<file path="src/design/tws_pkg.sv">
`default_nettype none
package tws_pkg;
    // ------------------------------------------------------------
    // widths and function codes
    // ------------------------------------------------------------
    localparam int NUM_INPUTS = 8;
    localparam int CODE_W = 8;
    localparam int ADDR_W = 8;
    localparam int DATA_W = 32;
    localparam logic [CODE_W-1:0] CODE_START = 8'h1C;
    localparam logic [CODE_W-1:0] CODE_STOP = 8'h1D;
    localparam logic [CODE_W-1:0] CODE_GEN_ENABLE = 8'h02;
    localparam logic [CODE_W-1:0] SRC_EMBEDDED = 8'h04;
    localparam logic [CODE_W-1:0] REMOTE_SRC_DEFAULT = 8'h01;
    localparam logic [CODE_W-1:0] LOCAL_SRC_RESET = 8'h00;
    localparam logic [CODE_W-1:0] FUNC_SEL_RESET = 8'h00;

    // ------------------------------------------------------------
    // register byte addresses
    // ------------------------------------------------------------
    localparam logic [ADDR_W-1:0] ADDR_FUNC_SEL0 = 8'h00;
    localparam logic [ADDR_W-1:0] ADDR_FUNC_SEL7 = 8'h1C;
    localparam logic [ADDR_W-1:0] ADDR_LOCAL_SRC = 8'h20;
    localparam logic [ADDR_W-1:0] ADDR_REMOTE_SRC = 8'h24;
    localparam logic [ADDR_W-1:0] ADDR_CONTROL = 8'h28;
    localparam logic [ADDR_W-1:0] ADDR_STATE = 8'h2C;
    localparam logic [ADDR_W-1:0] ADDR_IRQ_STATUS = 8'h30;
    localparam logic [ADDR_W-1:0] ADDR_IRQ_MASK = 8'h34;

    // ------------------------------------------------------------
    // field positions
    // ------------------------------------------------------------
    localparam int CTL_IN_USE = 0;
    localparam int CTL_LOCAL_EN = 1;
    localparam int CTL_REMOTE_EN = 2;
    localparam int CTL_LOCAL_MODE = 3;
    localparam int CTL_W = 4;
    localparam logic [CTL_W-1:0] CTL_RESET = 4'h0;
    localparam int ST_RUN = 0;
    localparam int ST_ALARM = 1;
    localparam int ST_GEN = 2;
    localparam int ST_DRIVE = 3;
    localparam int ST_CONFIGURATION_ERROR_STATE = 4;
    localparam int ST_W = 5;
    localparam int EV_RUN_SET = 0;
    localparam int EV_RUN_CLR = 1;
    localparam int EV_ALARM = 2;
    localparam int EV_CONFIGURATION_ERROR_STATE = 3;
    localparam int EV_W = 4;
    localparam logic [EV_W-1:0] EV_RESET = 4'h0;
endpackage : tws_pkg
`default_nettype wire

</file>
<file path="src/design/tws_input_select.sv">
`default_nettype none
// picks the level of the lowest-numbered input whose function code matches
module tws_input_select
    import tws_pkg::*;
#(
    parameter int N = NUM_INPUTS,
    parameter int W = CODE_W
) (
    input wire logic [N*W-1:0] func_sel,
    input wire logic [W-1:0] code,
    input wire logic [N-1:0] inputs,
    output logic found,
    output logic level
);
    logic [N-1:0] match;

    genvar g;
    generate
        for (g = 0; g < N; g++) begin : g_match
            assign match[g] = (func_sel[g*W +: W] == code);
        end
    endgenerate

    always_comb begin
        found = 1'b0;
        level = 1'b0;
        for (int i = N - 1; i >= 0; i--) begin
            if (match[i]) begin
                found = 1'b1;
                level = inputs[i];
            end
        end
    end
endmodule // tws_input_select
`default_nettype wire

</file>
<file path="src/design/tws_three_wire.sv">
// The plain strobed port and the placing of the registers were left to the implementer.
`default_nettype none
module tws_three_wire
    import tws_pkg::*;
#(
    parameter int N = NUM_INPUTS
) (
    input wire logic core_clk,
    input wire logic rstn,
    input wire logic ce,
    input wire logic [N-1:0] digital_in,
    input wire logic fault,
    input wire logic undervoltage,
    input wire logic application_alarm,
    input wire logic [ADDR_W-1:0] reg_addr,
    input wire logic [DATA_W-1:0] reg_wdata,
    input wire logic reg_wr,
    input wire logic reg_rd,
    output logic [DATA_W-1:0] reg_rdata,
    output logic ramp_enable,
    output logic run_stop_source_alarm,
    output logic general_enable,
    output logic drive_enable,
    output logic configuration_error_state,
    output logic irq
);
    // ------------------------------------------------------------
    // registers
    // ------------------------------------------------------------
    logic [N*CODE_W-1:0] func_sel;
    logic [CODE_W-1:0] local_run_stop_source;
    logic [CODE_W-1:0] remote_run_stop_source;
    logic [CTL_W-1:0] control;
    logic [EV_W-1:0] irq_status;
    logic [EV_W-1:0] irq_mask;

    // ------------------------------------------------------------
    // input synchroniser
    // ------------------------------------------------------------
    logic [N-1:0] din_meta;
    logic [N-1:0] din_sync;
    logic start_prev;

    always_ff @(posedge core_clk or negedge rstn) begin
        if (!rstn) begin
            din_meta <= '0;
            din_sync <= '0;
        end else if (ce) begin
            din_meta <= digital_in;
            din_sync <= din_meta;
        end
    end

    // ------------------------------------------------------------
    // source selection
    // ------------------------------------------------------------
    logic start_found;
    logic start_lvl;
    logic stop_found;
    logic stop_lvl;
    logic gen_found;
    logic gen_lvl;

    tws_input_select #(.N(N), .W(CODE_W)) u_start_sel (
        .func_sel(func_sel),
        .code(CODE_START),
        .inputs(din_sync),
        .found(start_found),
        .level(start_lvl)
    );

    tws_input_select #(.N(N), .W(CODE_W)) u_stop_sel (
        .func_sel(func_sel),
        .code(CODE_STOP),
        .inputs(din_sync),
        .found(stop_found),
        .level(stop_lvl)
    );

    tws_input_select #(.N(N), .W(CODE_W)) u_gen_sel (
        .func_sel(func_sel),
        .code(CODE_GEN_ENABLE),
        .inputs(din_sync),
        .found(gen_found),
        .level(gen_lvl)
    );

    // ------------------------------------------------------------
    // run latch and enables
    // ------------------------------------------------------------
    // high level means asserted
    wire start_act = start_found & start_lvl;
    wire stop_act = stop_found & stop_lvl;
    wire start_rise = start_act & ~start_prev;
    // latch on start, drop on stop release; stop wins
    wire next_run = stop_act & (ramp_enable | start_rise);
    wire next_alarm = control[CTL_IN_USE] & (local_run_stop_source != SRC_EMBEDDED)
                      & (remote_run_stop_source != SRC_EMBEDDED);
    wire mode_en = control[CTL_LOCAL_EN] | control[CTL_REMOTE_EN];
    wire next_gen = mode_en & ~fault & ~undervoltage & ~application_alarm & ~next_alarm;
    wire next_drive = next_gen & (~gen_found | gen_lvl);
    // input one used in local mode while remote source untouched
    wire in1_code_hit = (func_sel[CODE_W-1:0] == CODE_START) | (func_sel[CODE_W-1:0] == CODE_STOP);
    wire next_configuration_error_state = control[CTL_IN_USE] & control[CTL_LOCAL_MODE] & in1_code_hit
                     & (remote_run_stop_source == REMOTE_SRC_DEFAULT);

    always_ff @(posedge core_clk or negedge rstn) begin
        if (!rstn) begin
            start_prev <= 1'b0;
            ramp_enable <= 1'b0;
            run_stop_source_alarm <= 1'b0;
            general_enable <= 1'b0;
            drive_enable <= 1'b0;
            configuration_error_state <= 1'b0;
        end else if (ce) begin
            start_prev <= start_act;
            ramp_enable <= next_run;
            run_stop_source_alarm <= next_alarm;
            general_enable <= next_gen;
            drive_enable <= next_drive;
            configuration_error_state <= next_configuration_error_state;
        end
    end

    // ------------------------------------------------------------
    // register port
    // ------------------------------------------------------------
    wire func_hit = (reg_addr <= ADDR_FUNC_SEL7) && (reg_addr[1:0] == 2'b00);
    wire [2:0] func_idx = reg_addr[4:2];
    wire local_hit = (reg_addr == ADDR_LOCAL_SRC);
    wire remote_hit = (reg_addr == ADDR_REMOTE_SRC);
    wire ctl_hit = (reg_addr == ADDR_CONTROL);
    wire state_hit = (reg_addr == ADDR_STATE);
    wire ists_hit = (reg_addr == ADDR_IRQ_STATUS);
    wire imask_hit = (reg_addr == ADDR_IRQ_MASK);
    wire [ST_W-1:0] state_word = {configuration_error_state, drive_enable, general_enable,
                                  run_stop_source_alarm, ramp_enable};
    logic [DATA_W-1:0] rd_mux;

    always_comb begin
        rd_mux = '0;
        if (func_hit) begin
            rd_mux[CODE_W-1:0] = func_sel[func_idx*CODE_W +: CODE_W];
        end else if (local_hit) begin
            rd_mux[CODE_W-1:0] = local_run_stop_source;
        end else if (remote_hit) begin
            rd_mux[CODE_W-1:0] = remote_run_stop_source;
        end else if (ctl_hit) begin
            rd_mux[CTL_W-1:0] = control;
        end else if (state_hit) begin
            rd_mux[ST_W-1:0] = state_word;
        end else if (ists_hit) begin
            rd_mux[EV_W-1:0] = irq_status;
        end else if (imask_hit) begin
            rd_mux[EV_W-1:0] = irq_mask;
        end
    end

    genvar g;
    generate
        for (g = 0; g < N; g++) begin : g_func
            always_ff @(posedge core_clk or negedge rstn) begin
                if (!rstn) begin
                    func_sel[g*CODE_W +: CODE_W] <= FUNC_SEL_RESET;
                end else if (ce && reg_wr && func_hit && func_idx == 3'(g)) begin
                    func_sel[g*CODE_W +: CODE_W] <= reg_wdata[CODE_W-1:0];
                end
            end
        end
    endgenerate

    always_ff @(posedge core_clk or negedge rstn) begin
        if (!rstn) begin
            local_run_stop_source <= LOCAL_SRC_RESET;
            remote_run_stop_source <= REMOTE_SRC_DEFAULT;
            control <= CTL_RESET;
            irq_mask <= EV_RESET;
        end else if (ce && reg_wr) begin
            if (local_hit) begin
                local_run_stop_source <= reg_wdata[CODE_W-1:0];
            end
            if (remote_hit) begin
                remote_run_stop_source <= reg_wdata[CODE_W-1:0];
            end
            if (ctl_hit) begin
                control <= reg_wdata[CTL_W-1:0];
            end
            if (imask_hit) begin
                irq_mask <= reg_wdata[EV_W-1:0];
            end
        end
    end

    always_ff @(posedge core_clk or negedge rstn) begin
        if (!rstn) begin
            reg_rdata <= '0;
        end else if (ce) begin
            reg_rdata <= reg_rd ? rd_mux : '0;
        end
    end

    // ------------------------------------------------------------
    // interrupts
    // ------------------------------------------------------------
    wire [EV_W-1:0] events = {next_configuration_error_state & ~configuration_error_state,
                              next_alarm & ~run_stop_source_alarm,
                              ramp_enable & ~next_run,
                              next_run & ~ramp_enable};
    wire [EV_W-1:0] w1c = (ce && reg_wr && ists_hit) ? reg_wdata[EV_W-1:0] : EV_RESET;
    // a new event beats a clear in the same cycle
    wire [EV_W-1:0] next_status = (irq_status & ~w1c) | events;

    always_ff @(posedge core_clk or negedge rstn) begin
        if (!rstn) begin
            irq_status <= EV_RESET;
            irq <= 1'b0;
        end else if (ce) begin
            irq_status <= next_status;
            irq <= |(next_status & irq_mask);
        end
    end
endmodule // tws_three_wire
`default_nettype wire

</file>
<file path="config.mk">
export PLATFORM = sky130hd
export DESIGN_NAME = tws_three_wire
export DESIGN_NICKNAME = d
export VERILOG_FILES = /design/src/design/tws_pkg.sv /design/src/design/tws_input_select.sv /design/src/design/tws_three_wire.sv
export SDC_FILE = /design/constraint.sdc
export NUM_CORES = 1
export LEC_CHECK = 0
export BUFFER_PORTS_ARGS = -buffer_cell sky130_fd_sc_hd__buf_4
export CORE_UTILIZATION = 60
export CTS_BUF_LIST = sky130_fd_sc_hd__clkbuf_8
export DETAILED_ROUTE_END_ITERATION = 7
export PLACE_DENSITY_LB_ADDON = 0.08
export REMOVE_ABC_BUFFERS = 1
export SETUP_SLACK_MARGIN = 0.5
export SYNTH_ARGS = -nofsm -noshare
export SYNTH_HDL_FRONTEND = slang
export SYNTH_HIERARCHICAL = 1
export SYNTH_SLANG_ARGS = --single-unit
</file>
<file path="constraint.sdc">
create_clock -name core_clk -period 2.84 [get_ports core_clk]
set_clock_uncertainty 0.05 [all_clocks]
set_input_delay 0 -clock core_clk [delete_from_list [all_inputs] [get_ports core_clk]]
set_output_delay 0 -clock core_clk [all_outputs]
set_load 0.05 [all_outputs]
</file>
After elaboration in Yosys (flattened, before gate mapping)
Index checks and enable logic that the tools add are counted.

operators by class
  equal/unequal tests = 40
  shift operators = 1
  order comparisons = 1
  reductions and logical operators = 19
  muxes and demuxes = 60
  bitwise operators = 36

operators by type and width
  kind                                                                              number
  8-bit by 5-bit == test with 1-bit output, second input constant                   16
  8-bit by 2-bit == test with 1-bit output, second input constant                   8
  64-bit by 7-bit variable part select with 8-bit output                            1
  1-bit two-way mux                                                                 50
  8-bit by 6-bit == test with 1-bit output, second input constant                   6
  8-bit two-way mux                                                                 3
  4-bit two-way mux                                                                 5
  1-bit bitwise AND                                                                 18
  8-bit by 3-bit != test with 1-bit output, second input constant                   2
  3-bit == test, second input constant                                              4
  1-bit logical AND                                                                 12
  1-bit NOT                                                                         10
  4-bit bitwise AND                                                                 2
  8-bit by 1-bit == test with 1-bit output, second input constant                   1
  8-bit by 5-bit less-or-equal comparator with 1-bit output, second input constant  1
  2-bit AND reduction                                                               4
  3-bit by 2-bit == test with 1-bit output, second input constant                   2
  5-bit two-way mux                                                                 1
  4-bit NOT                                                                         1
  1-bit OR                                                                          4
  4-bit OR                                                                          1
  4-bit OR reduction                                                                1
  3-bit by 1-bit == test with 1-bit output, second input constant                   1
  3-bit zero test                                                                   1
  2 further kinds                                                                   2

word-level totals
  output and inout port bits = 38
  input port bits = 56
  register bits = 147
  word-level logic and storage cells = 180

Logic depth before layout (Yosys ltp)
Gate-level depths: netlist of the first run.

  word-level depth = 18
  gate-level depth with buffers = 12
  mapped depth without buffers = 11

By module
Netlist of the first run, hierarchy kept.

modules (own cells, without submodules)
  module            area an instance (sq um)  times used  cells each  seq. area each (sq um)
  tws_three_wire    5,964.5                   1           429         3,079.2
  tws_input_select  877.1                     3           110         0.0

Worst setup path before layout of the first run
Ideal clock, no wire load.

  path type = register -> register
  start point = reg func_sel[55]
  end point = reg irq
  slack = 0.536 ns
  arrival time = 2.110 ns
  path buffers = 0
  cell stages (with the launch flop) = 12
  clock period less this slack = 2.304 ns
  setup time = 0.144 ns
  path through = dfrtp_1 -> xnor2_1 -> nand4_1 -> nor2_1 -> mux2_2 -> a211oi_1 -> o21ai_1 -> nand2_1 -> nor4_1 -> a211o_1 -> a32oi_1 -> a41oi_1

between the ends
  elaborated cells on any way between the ends = 41
  those cells by class = eq/ne (2); mux (28); bitwise (10); reduce/logical (1)

RTL lines
  what                                          line                    RTL
  from (decl)                                   tws_three_wire.sv:30    logic [N*CODE_W-1:0] func_sel;
  from (signal, indexed assignment)             tws_three_wire.sv:166   func_sel[g*CODE_W +: CODE_W] <= reg_wdata[CODE_W-1:0];
  8-bit by 5-bit == test with 1-bit output (*)  tws_input_select.sv:20  assign match[g] = (func_sel[g*W +: W] == code);
  1-bit two-way mux (*) (7 in series)           tws_input_select.sv:28  if (match[i]) begin
  via stop_lvl                                  tws_three_wire.sv:60    logic stop_lvl;
  1-bit bitwise AND (*)                         tws_three_wire.sv:93    wire stop_act = stop_found & stop_lvl;
  1-bit bitwise AND (*)                         tws_three_wire.sv:96    wire next_run = stop_act & (ramp_enable | start_rise);
  1-bit NOT                                     tws_three_wire.sv:207   ramp_enable & ~next_run,
  1-bit bitwise AND                             tws_three_wire.sv:207
  4-bit OR (*)                                  tws_three_wire.sv:211   wire [EV_W-1:0] next_status = (irq_status & ~w1c) | events;
  4-bit bitwise AND (*)                         tws_three_wire.sv:219   irq <= |(next_status & irq_mask);
  4-bit OR reduction (*)                        tws_three_wire.sv:219
  to (signal assigned)                          tws_three_wire.sv:219
  to (decl)                                     tws_three_wire.sv:25    output logic irq

The timed path passes the listed nets; every way through them passes the cells marked *.
A chain may end at the register's enable or synchronous reset.

Worst setup path after layout of the first run
  start point = reg func_sel[46]
  end point = reg irq

between the ends
  elaborated cells on any way between the ends = 37
  those cells by class = eq/ne (2); mux (24); bitwise (10); reduce/logical (1)

RTL lines
  what                                          line
  8-bit by 5-bit == test with 1-bit output (*)  tws_input_select.sv:20
  1-bit two-way mux (*) (6 in series)           tws_input_select.sv:28
  via stop_lvl                                  tws_three_wire.sv:60
  1-bit bitwise AND (*)                         tws_three_wire.sv:93
  1-bit bitwise AND (*)                         tws_three_wire.sv:96
  1-bit NOT                                     tws_three_wire.sv:207
  1-bit bitwise AND                             tws_three_wire.sv:207
  4-bit OR (*)                                  tws_three_wire.sv:211
  4-bit bitwise AND (*)                         tws_three_wire.sv:219
  4-bit OR reduction (*)                        tws_three_wire.sv:219

Marked as above.

==> impl_metrics.env, run 1 <==
export IMPL_run_status="completed"
export IMPL_worst_hold_path_type="input pin to flop"
export IMPL_grt_start_max_net_pins=71
export IMPL_hold_end="remote_run_stop_source[2]"
export IMPL_setup_viol_count_final=0
export IMPL_crit_path_cell_trace="xor2_1 -> nor4_2 -> buf_4 -> and3_2 -> mux2_2 -> a211oi_2 -> o21ai_1 -> nand2_2 -> nor4_2 -> a211o_1 -> a32oi_1 -> a41oi_1"
export IMPL_cts_path_max_buffers=2
export IMPL_final_max_slew_viol_count=0
export IMPL_tightest_slew_ns=0.728
export IMPL_hpwlAfterDp_um=17500
export IMPL_vert_die_dim_um=122
export IMPL_synth_edff_count=0
export IMPL_met1_routed_wirelength_after_detailed_routing_um=9930
export IMPL_drc=0
export IMPL_synth_warnings=6
export IMPL_placeableCoreArea_um2=13900
export IMPL_min_delay_path_depth=3
export IMPL_pin_count=94
export IMPL_hold_violations=0
export IMPL_switching_share_pct=30.3
export IMPL_drc_violation_total_after_the_first_tritonroute_iteration=546
export IMPL_worstHoldStart="reg_wr"
export IMPL_r2r_slack_ns=0.22
export IMPL_total_die_area_um2=14800
export IMPL_setup_tns_final_ns=0
export IMPL_synth_seq_cells=123
export IMPL_globalplace_congestion=0.996
export IMPL_drt_pre_antenna_iters=5
export IMPL_vdd_ir_drop_max_mv=0.485
export IMPL_slew_hr_pct=51.1
export IMPL_crit_reg2reg_launch="func_sel[46]"
export IMPL_port_buffer_count=45
export IMPL_worst_path_most_repeated_cell="sky130_fd_sc_hd__nor4_2"
export IMPL_n_antenna_cell=0
export IMPL_crit_arrival_ns=2.94
export IMPL_post_synthesis_cell_area_um2=8600
export IMPL_number_of_buffers_added_by_the_clock_tree_synthesis_step=17
export IMPL_die_width_um=122
export IMPL_period_needed_ns=2.62
export IMPL_p_seq_share_pct=44.9
export IMPL_layout_cells_most_common_list="118 x sky130_fd_sc_hd__mux2_2, 106 x sky130_fd_sc_hd__dfrtp_1, 96 x sky130_fd_sc_hd__xor2_1"
export IMPL_power_switching_mw=1.29
export IMPL_cellPowerDensity_nw_per_um2=437
export IMPL_achievable_frequency_mhz=381
export IMPL_critical_path_max_stage_delay_ns=0.44
export IMPL_synth_async_reset_ratio_pct=100
export IMPL_route_top_layer_used="met4"
export IMPL_antenna_found_initial=0
export IMPL_finalCritPeriodShare_pct=92.4
export IMPL_cell_internal_pwr_mw=2.98
export IMPL_place_detailed_instances=970
export IMPL_row_count=43
export IMPL_clock_power_share_pct=38.1
export IMPL_grt_remaining_overflow=0
export IMPL_wirelength_um=24900
export IMPL_synth_lib_cells_used_distinct=56
export IMPL_cts_root_buffer_cell="sky130_fd_sc_hd__clkbuf_8"
export IMPL_cts_htree_levels=4
export IMPL_length_of_routed_met2_wiring_um=12500
export IMPL_max_fo_critical_path=4
export IMPL_route_vias_total=6494
export IMPL_antenna_left=0
export IMPL_grtUsageTotal_pct=35.7
export IMPL_commonest_non_fill_non_tap_cell_in_the_layout="sky130_fd_sc_hd__mux2_2"
export IMPL_number_of_global_route_vias_before_repair=6748
export IMPL_syn_instance_count=759
export IMPL_worst_setup_path_start_kind="flop"
export IMPL_cap_violations=0
export IMPL_rsz0062_at_grt="true"
export IMPL_worstSkewPairLatency_ns=0.46
export IMPL_post_drt_wl_per_cell_um=23.9
export IMPL_syn2layout_area_growth_pct=13.6
export IMPL_worst_r2r_endpoint="irq"
export IMPL_end_kind="flop"
export IMPL_layout_filler_cells=1057
export IMPL_stdcell_count=1042
export IMPL_crit_required_ns=3.16
export IMPL_met3_length_um=1150
export IMPL_tritoncts="done"
export IMPL_postSynthAreaPerCell_um2=11.3
export IMPL_clkSlewWorstSetupHoldPaths_ns=0.08
export IMPL_cts_num_sinks=123
export IMPL_comb_power_share_pct=17.0
export IMPL_r2r_worst_path_cells=12
export IMPL_yosysSeqAreaShare_pct=35.8
export IMPL_critical_path_slowest_cell="sky130_fd_sc_hd__dfrtp_2"
export IMPL_power_static_leakage_nw=4.36
export IMPL_synth_main_ff_cell="sky130_fd_sc_hd__dfrtp_1"
export IMPL_initial_utilization_pct=61.7
export IMPL_worst_setup_path_type="flop to flop"
export IMPL_design_final_nets=906
export IMPL_grt_first_pass_wirelength_um=38500
export IMPL_vias_per_cell=6.23
export IMPL_drive_above_1_share_pct=35.2
-- timing repair --
action                                  in CTS  in global routing
hold endpoints to repair                   161                  0
resized for setup                           27                 11
hold buffers                                25                  0
pin swaps                                   14                  6
endpoints found under the setup margin       2                  4
buffers inserted                            11                  5
-- cell families after synthesis --
| logic type | count (synthesis) | share of synthesized area [%] |
|---|---|---|
| mux | 152 | 22.6 |
| other cells | 2 | 0.0874 |
| simple gates | 168 | 11.3 |
| flops | 123 | 35.8 |
| buf+inv | 74 | 6.68 |
| compound gates | 48 | 4.00 |
| xor+xnor | 192 | 19.6 |
-- worst max-delay path, delay by kind of cell (launching register included) --
kind                   cells  cell delay [ns]
AO/OA/AOI/OAI              5             0.64
XOR/XNOR                   1             0.17
buffers and inverters      1             0.18
flip-flops                 1             0.44
multiplexers               1             0.15
AND/OR/NAND/NOR            4             0.91
-- layout make-up --
type,count,area (µm²),area share (%)
Clock buffer,17,234,2.40
Clock inverter,14,174,1.78
Inverter,2,11.3,0.115
Multi-Input combinational cell,608,5210,53.4
Sequential cell,123,3100,31.7
Tap cell,180,225,2.31
Timing Repair Buffer,98,811,8.30
-- routing by layer --
| layer | global-route usage (%) | vias to the layer above |
|---|---|---|
| met2 | 61.3 | 289 |
| li1 | - | 2808 |
| met3 | 5.66 | 83 |
| met4 | 20.8 | 0 |
| met1 | 42.5 | 3314 |
| met5 | 0 | - |
-- state kept, by name, indices dropped and copies added (netlist names) --
signal,count
general_enable,1
run_stop_source_alarm,1
local_run_stop_source,8
irq_mask,4
irq_status,4
din_meta,8
func_sel,64
irq,1
din_sync,8
configuration_error_state,1
remote_run_stop_source,8
ramp_enable,1
start_prev,1
reg_rdata,8
drive_enable,1
control,4
-- metrics by stage --
step	cell area (µm²)	util, %	worst slack (ns)	total power [mW]	hold slack (ns)
5_1_grt	9770	70.1	0.129	4.42	0.0468
4_1_cts	9680	69.5	0.324	4.24	0.0358
2_1_floorplan	8200	-	0.536	2.34	-0.346
6_report	9770	70.1	0.217	4.27	0.0626
3_5_place_dp	8870	63.6	0.136	2.58	0.0319
3_3_place_gp	8870	63.6	0.177	2.56	0.0179
-- Yosys cell counts, types with 2 or more instances --
library cell,number,area (µm²)
sky130_fd_sc_hd__and3_1,4,25.0
sky130_fd_sc_hd__nor4_1,29,181
sky130_fd_sc_hd__nand2b_1,4,25.0
sky130_fd_sc_hd__dfrtp_1,122,3050
sky130_fd_sc_hd__mux2_2,120,1350
sky130_fd_sc_hd__a21boi_0,2,15.0
sky130_fd_sc_hd__nand4_1,27,169
sky130_fd_sc_hd__nor3_4,2,32.5
sky130_fd_sc_hd__clkbuf_1,9,33.8
sky130_fd_sc_hd__conb_1,2,7.51
sky130_fd_sc_hd__buf_2,3,15.0
sky130_fd_sc_hd__inv_1,2,7.51
sky130_fd_sc_hd__buf_6,25,282
sky130_fd_sc_hd__buf_4,28,210
sky130_fd_sc_hd__buf_1,7,26.3
sky130_fd_sc_hd__mux2_4,4,60.1
sky130_fd_sc_hd__a21oi_1,8,40.0
sky130_fd_sc_hd__o21ai_0,4,20.0
sky130_fd_sc_hd__a22oi_1,8,60.1
sky130_fd_sc_hd__o21a_1,4,30.0
sky130_fd_sc_hd__nor2_1,26,97.6
sky130_fd_sc_hd__nand4b_1,3,26.3
sky130_fd_sc_hd__nand4_2,2,25.0
sky130_fd_sc_hd__nand3_1,11,55.1
sky130_fd_sc_hd__xnor2_1,96,841
sky130_fd_sc_hd__a221o_1,3,30.0
sky130_fd_sc_hd__o221ai_1,3,26.3
sky130_fd_sc_hd__and3_2,4,30.0
sky130_fd_sc_hd__nand2_1,33,124
sky130_fd_sc_hd__mux2i_1,8,80.1
sky130_fd_sc_hd__nor2_2,6,37.5
sky130_fd_sc_hd__nor3_1,2,10.0
sky130_fd_sc_hd__a211oi_1,3,22.5
sky130_fd_sc_hd__o21ai_1,3,15.0
sky130_fd_sc_hd__mux4_2,20,450
sky130_fd_sc_hd__xor2_1,96,841
sky130_fd_sc_hd__nor2b_1,7,43.8
-- worst max-delay path by stage --
stage	slack, ns	cells after the start	startpoint	endpoint
CTS	0.32	12	func_sel[46]	irq
global placement	0.18	11	func_sel[51]	irq
finish	0.22	12	func_sel[46]	irq
global route	0.13	11	func_sel[28]	irq
floorplan	0.54	11	func_sel[55]	irq
detailed placement	0.14	11	func_sel[51]	irq
-- power by group through the flow --
stage | clock network [mW] | registers [mW] | logic [mW]
floorplan | 0 | 1.93 | 0.414
global placement | 0 | 1.95 | 0.613
detailed placement | 0 | 1.95 | 0.632
CTS | 1.66 | 1.92 | 0.672
global route | 1.72 | 1.93 | 0.771
finish | 1.63 | 1.92 | 0.725
(Power assumes the default switching activity.)
==> inputs of run 2 (changes only) <==
--- a/config.mk
+++ b/config.mk
@@ -6,6 +6,7 @@
 export NUM_CORES = 1
 export LEC_CHECK = 0
 export BUFFER_PORTS_ARGS = -buffer_cell sky130_fd_sc_hd__buf_4
+export CORE_MARGIN = 4
 export CORE_UTILIZATION = 60
 export CTS_BUF_LIST = sky130_fd_sc_hd__clkbuf_8
 export DETAILED_ROUTE_END_ITERATION = 7
==> run 2 against run 1 <==
Compared with the run above: die area increased by 10%; largest power group unchanged; maximum frequency about the same; non-clock buffer count decreased by 1; via count decreased by 0.97%; hold slack got worse by 0.031 ns; clock-buffer cell count increased by 3; final cell count decreased by 0.19%; sequential share of layout area decreased by 0.087 points.
==> impl_metrics.env, run 2 (synthesis results as in run 1) <==
export IMPL_globalplace_congestion=0.997
export IMPL_cts_num_sinks=123
export IMPL_cts_root_buffer_cell="sky130_fd_sc_hd__clkbuf_8"
export IMPL_slew_hr_pct=46.0
export IMPL_stdcell_count=1040
export IMPL_achievable_frequency_mhz=381
export IMPL_dp_slack_ns=0.176
export IMPL_multiInputGateArea_um2=5290
export IMPL_initial_utilization_pct=61.7
export IMPL_pin_count=94
export IMPL_drc=0
export IMPL_wirelength_um=24700
export IMPL_largest_reg_flops=64
export IMPL_placedInstanceArea_um2=8860
export IMPL_tightest_slew_ns=0.802
export IMPL_power_static_leakage_nw=4.40
export IMPL_end_kind="flop"
export IMPL_drt_pre_antenna_iters=5
export IMPL_worst_setup_path_start_kind="flop"
export IMPL_crit_required_ns=3.10
export IMPL_antenna_found_initial=0
export IMPL_tritoncts="done"
export IMPL_setup_tns_final_ns=0
export IMPL_number_of_global_route_vias_before_repair=6503
export IMPL_grt_first_pass_wirelength_um=38000
export IMPL_run_status="completed"
export IMPL_die_width_um=128
export IMPL_port_buffer_count=45
export IMPL_rsz0062_at_grt="true"
export IMPL_max_fo_critical_path=5
export IMPL_commonest_non_fill_non_tap_cell_in_the_layout="sky130_fd_sc_hd__mux2_2"
export IMPL_route_vias_total=6431
export IMPL_finalCritPeriodShare_pct=92.3
export IMPL_design_final_nets=905
export IMPL_grt_remaining_overflow=0
export IMPL_min_delay_path_depth=4
export IMPL_n_antenna_cell=0
export IMPL_report_power_total_mw=4.17
export IMPL_placeableCoreArea_um2=13900
export IMPL_cts_path_max_buffers=2
export IMPL_vert_die_dim_um=128
export IMPL_antenna_left=0
export IMPL_number_of_buffers_added_by_the_clock_tree_synthesis_step=17
export IMPL_cts_htree_levels=4
export IMPL_finished_core_util_pct=70.4
export IMPL_r2r_slack_ns=0.22
export IMPL_row_count=43
export IMPL_layout_filler_cells=994
export IMPL_hpwlAfterDp_um=17200
export IMPL_grtUsageTotal_pct=31.0
export IMPL_worstSkewPairLatency_ns=0.45
export IMPL_cap_violations=0
export IMPL_final_max_slew_viol_count=0
export IMPL_hold_end="irq_status[0]"
export IMPL_setup_viol_count_final=0
export IMPL_clkSlewWorstSetupHoldPaths_ns=0.07
export IMPL_crit_arrival_ns=2.89
export IMPL_cellPowerDensity_nw_per_um2=425
export IMPL_design_area_um2=9810
export IMPL_layout_area_seq_um2=3100
export IMPL_syn2layout_area_growth_pct=14.1
export IMPL_worstHoldStart="reg_addr[5]"
export IMPL_worst_hold_path_type="input pin to flop"
export IMPL_hold_slack_final_ns=0.0321
export IMPL_final_critical_path_setup_slack_ns=0.218
export IMPL_crit_reg2reg_launch="func_sel[46]"
export IMPL_largest_register="func_sel"
export IMPL_hold_violations=0
export IMPL_grt_start_max_net_pins=75
export IMPL_crit_path_start="func_sel[46]"
export IMPL_vias_per_cell=6.18
export IMPL_worst_r2r_endpoint="irq"
export IMPL_r2r_worst_path_cells=13
export IMPL_post_drt_wl_per_cell_um=23.7
export IMPL_period_needed_ns=2.62
export IMPL_total_die_area_um2=16300
export IMPL_place_detailed_instances=969
export IMPL_drive_above_1_share_pct=36.5
export IMPL_vdd_ir_drop_max_mv=0.458
export IMPL_drc_violation_total_after_the_first_tritonroute_iteration=581
export IMPL_worst_setup_path_type="flop to flop"
export IMPL_layout_cells_most_common_list="116 x sky130_fd_sc_hd__mux2_2, 103 x sky130_fd_sc_hd__dfrtp_1, 95 x sky130_fd_sc_hd__xor2_1"
==> run 2: cell count changes in the layout (fill, tap and decap cells not counted), sizes merged <==
cell,delta
clkinvlp,-2
clkinv,-2
dlygate4sd3,-4
buf,+3
clkbuf,+3
bufinv,-1
inv,+1
==> run 2: worst max-delay path by stage <==
stage                     endpoint  slack [ns]  depth (start not counted)
after floorplan                irq        0.54                         11
after global placement         irq        0.19                         12
after detailed placement       irq        0.18                         11
after CTS                      irq        0.32                         12
after global routing           irq        0.08                         12
final                          irq        0.22                         13
==> run 2: timing repair <==
action | CTS | global route
hold buffers | 21 | 0
gates resized for setup | 25 | 30
endpoints found under the hold margin | 155 | 0
pin swaps | 14 | 17
setup endpoints to repair | 2 | 5
buffers inserted | 6 | 14
==> run 2: report_power, final <==
part	internal (mW)	switching, mW	total (mW)
registers	1.82	0.0938	1.92
clock network	0.826	0.691	1.52
logic	0.298	0.437	0.735
==> run 2: area by class of cell <==
cell class,instances,share of cell area [%]
inverter,2,0.115
sequential,123,31.6
clock inverter,10,1.05
tap,180,2.30
timing repair buffer,97,8.17
clock buffer,20,2.81
multi-input combinational,608,53.9
==> run 2: worst max-delay path, stage by stage, from the launching register on <==
cell	delay, ns
sky130_fd_sc_hd__dfrtp_2	0.45
sky130_fd_sc_hd__buf_4	0.14
sky130_fd_sc_hd__xor2_1	0.14
sky130_fd_sc_hd__nor4_1	0.29
sky130_fd_sc_hd__buf_4	0.18
sky130_fd_sc_hd__and3_4	0.17
sky130_fd_sc_hd__mux2_4	0.14
sky130_fd_sc_hd__a211oi_2	0.03
sky130_fd_sc_hd__o21ai_1	0.16
sky130_fd_sc_hd__nand2_2	0.13
sky130_fd_sc_hd__nand2_1	0.12
sky130_fd_sc_hd__nand4_1	0.10
sky130_fd_sc_hd__a32oi_1	0.25
sky130_fd_sc_hd__a41oi_1	0.13
==> run 2: routing by layer <==
layer	wire length (µm)	global-route usage (%)	vias up
li1	-	-	2810
met1	9770	40.2	3201
met2	11900	49.8	341
met3	1860	5.79	79
met4	1170	16.1	0
met5	0	0	-
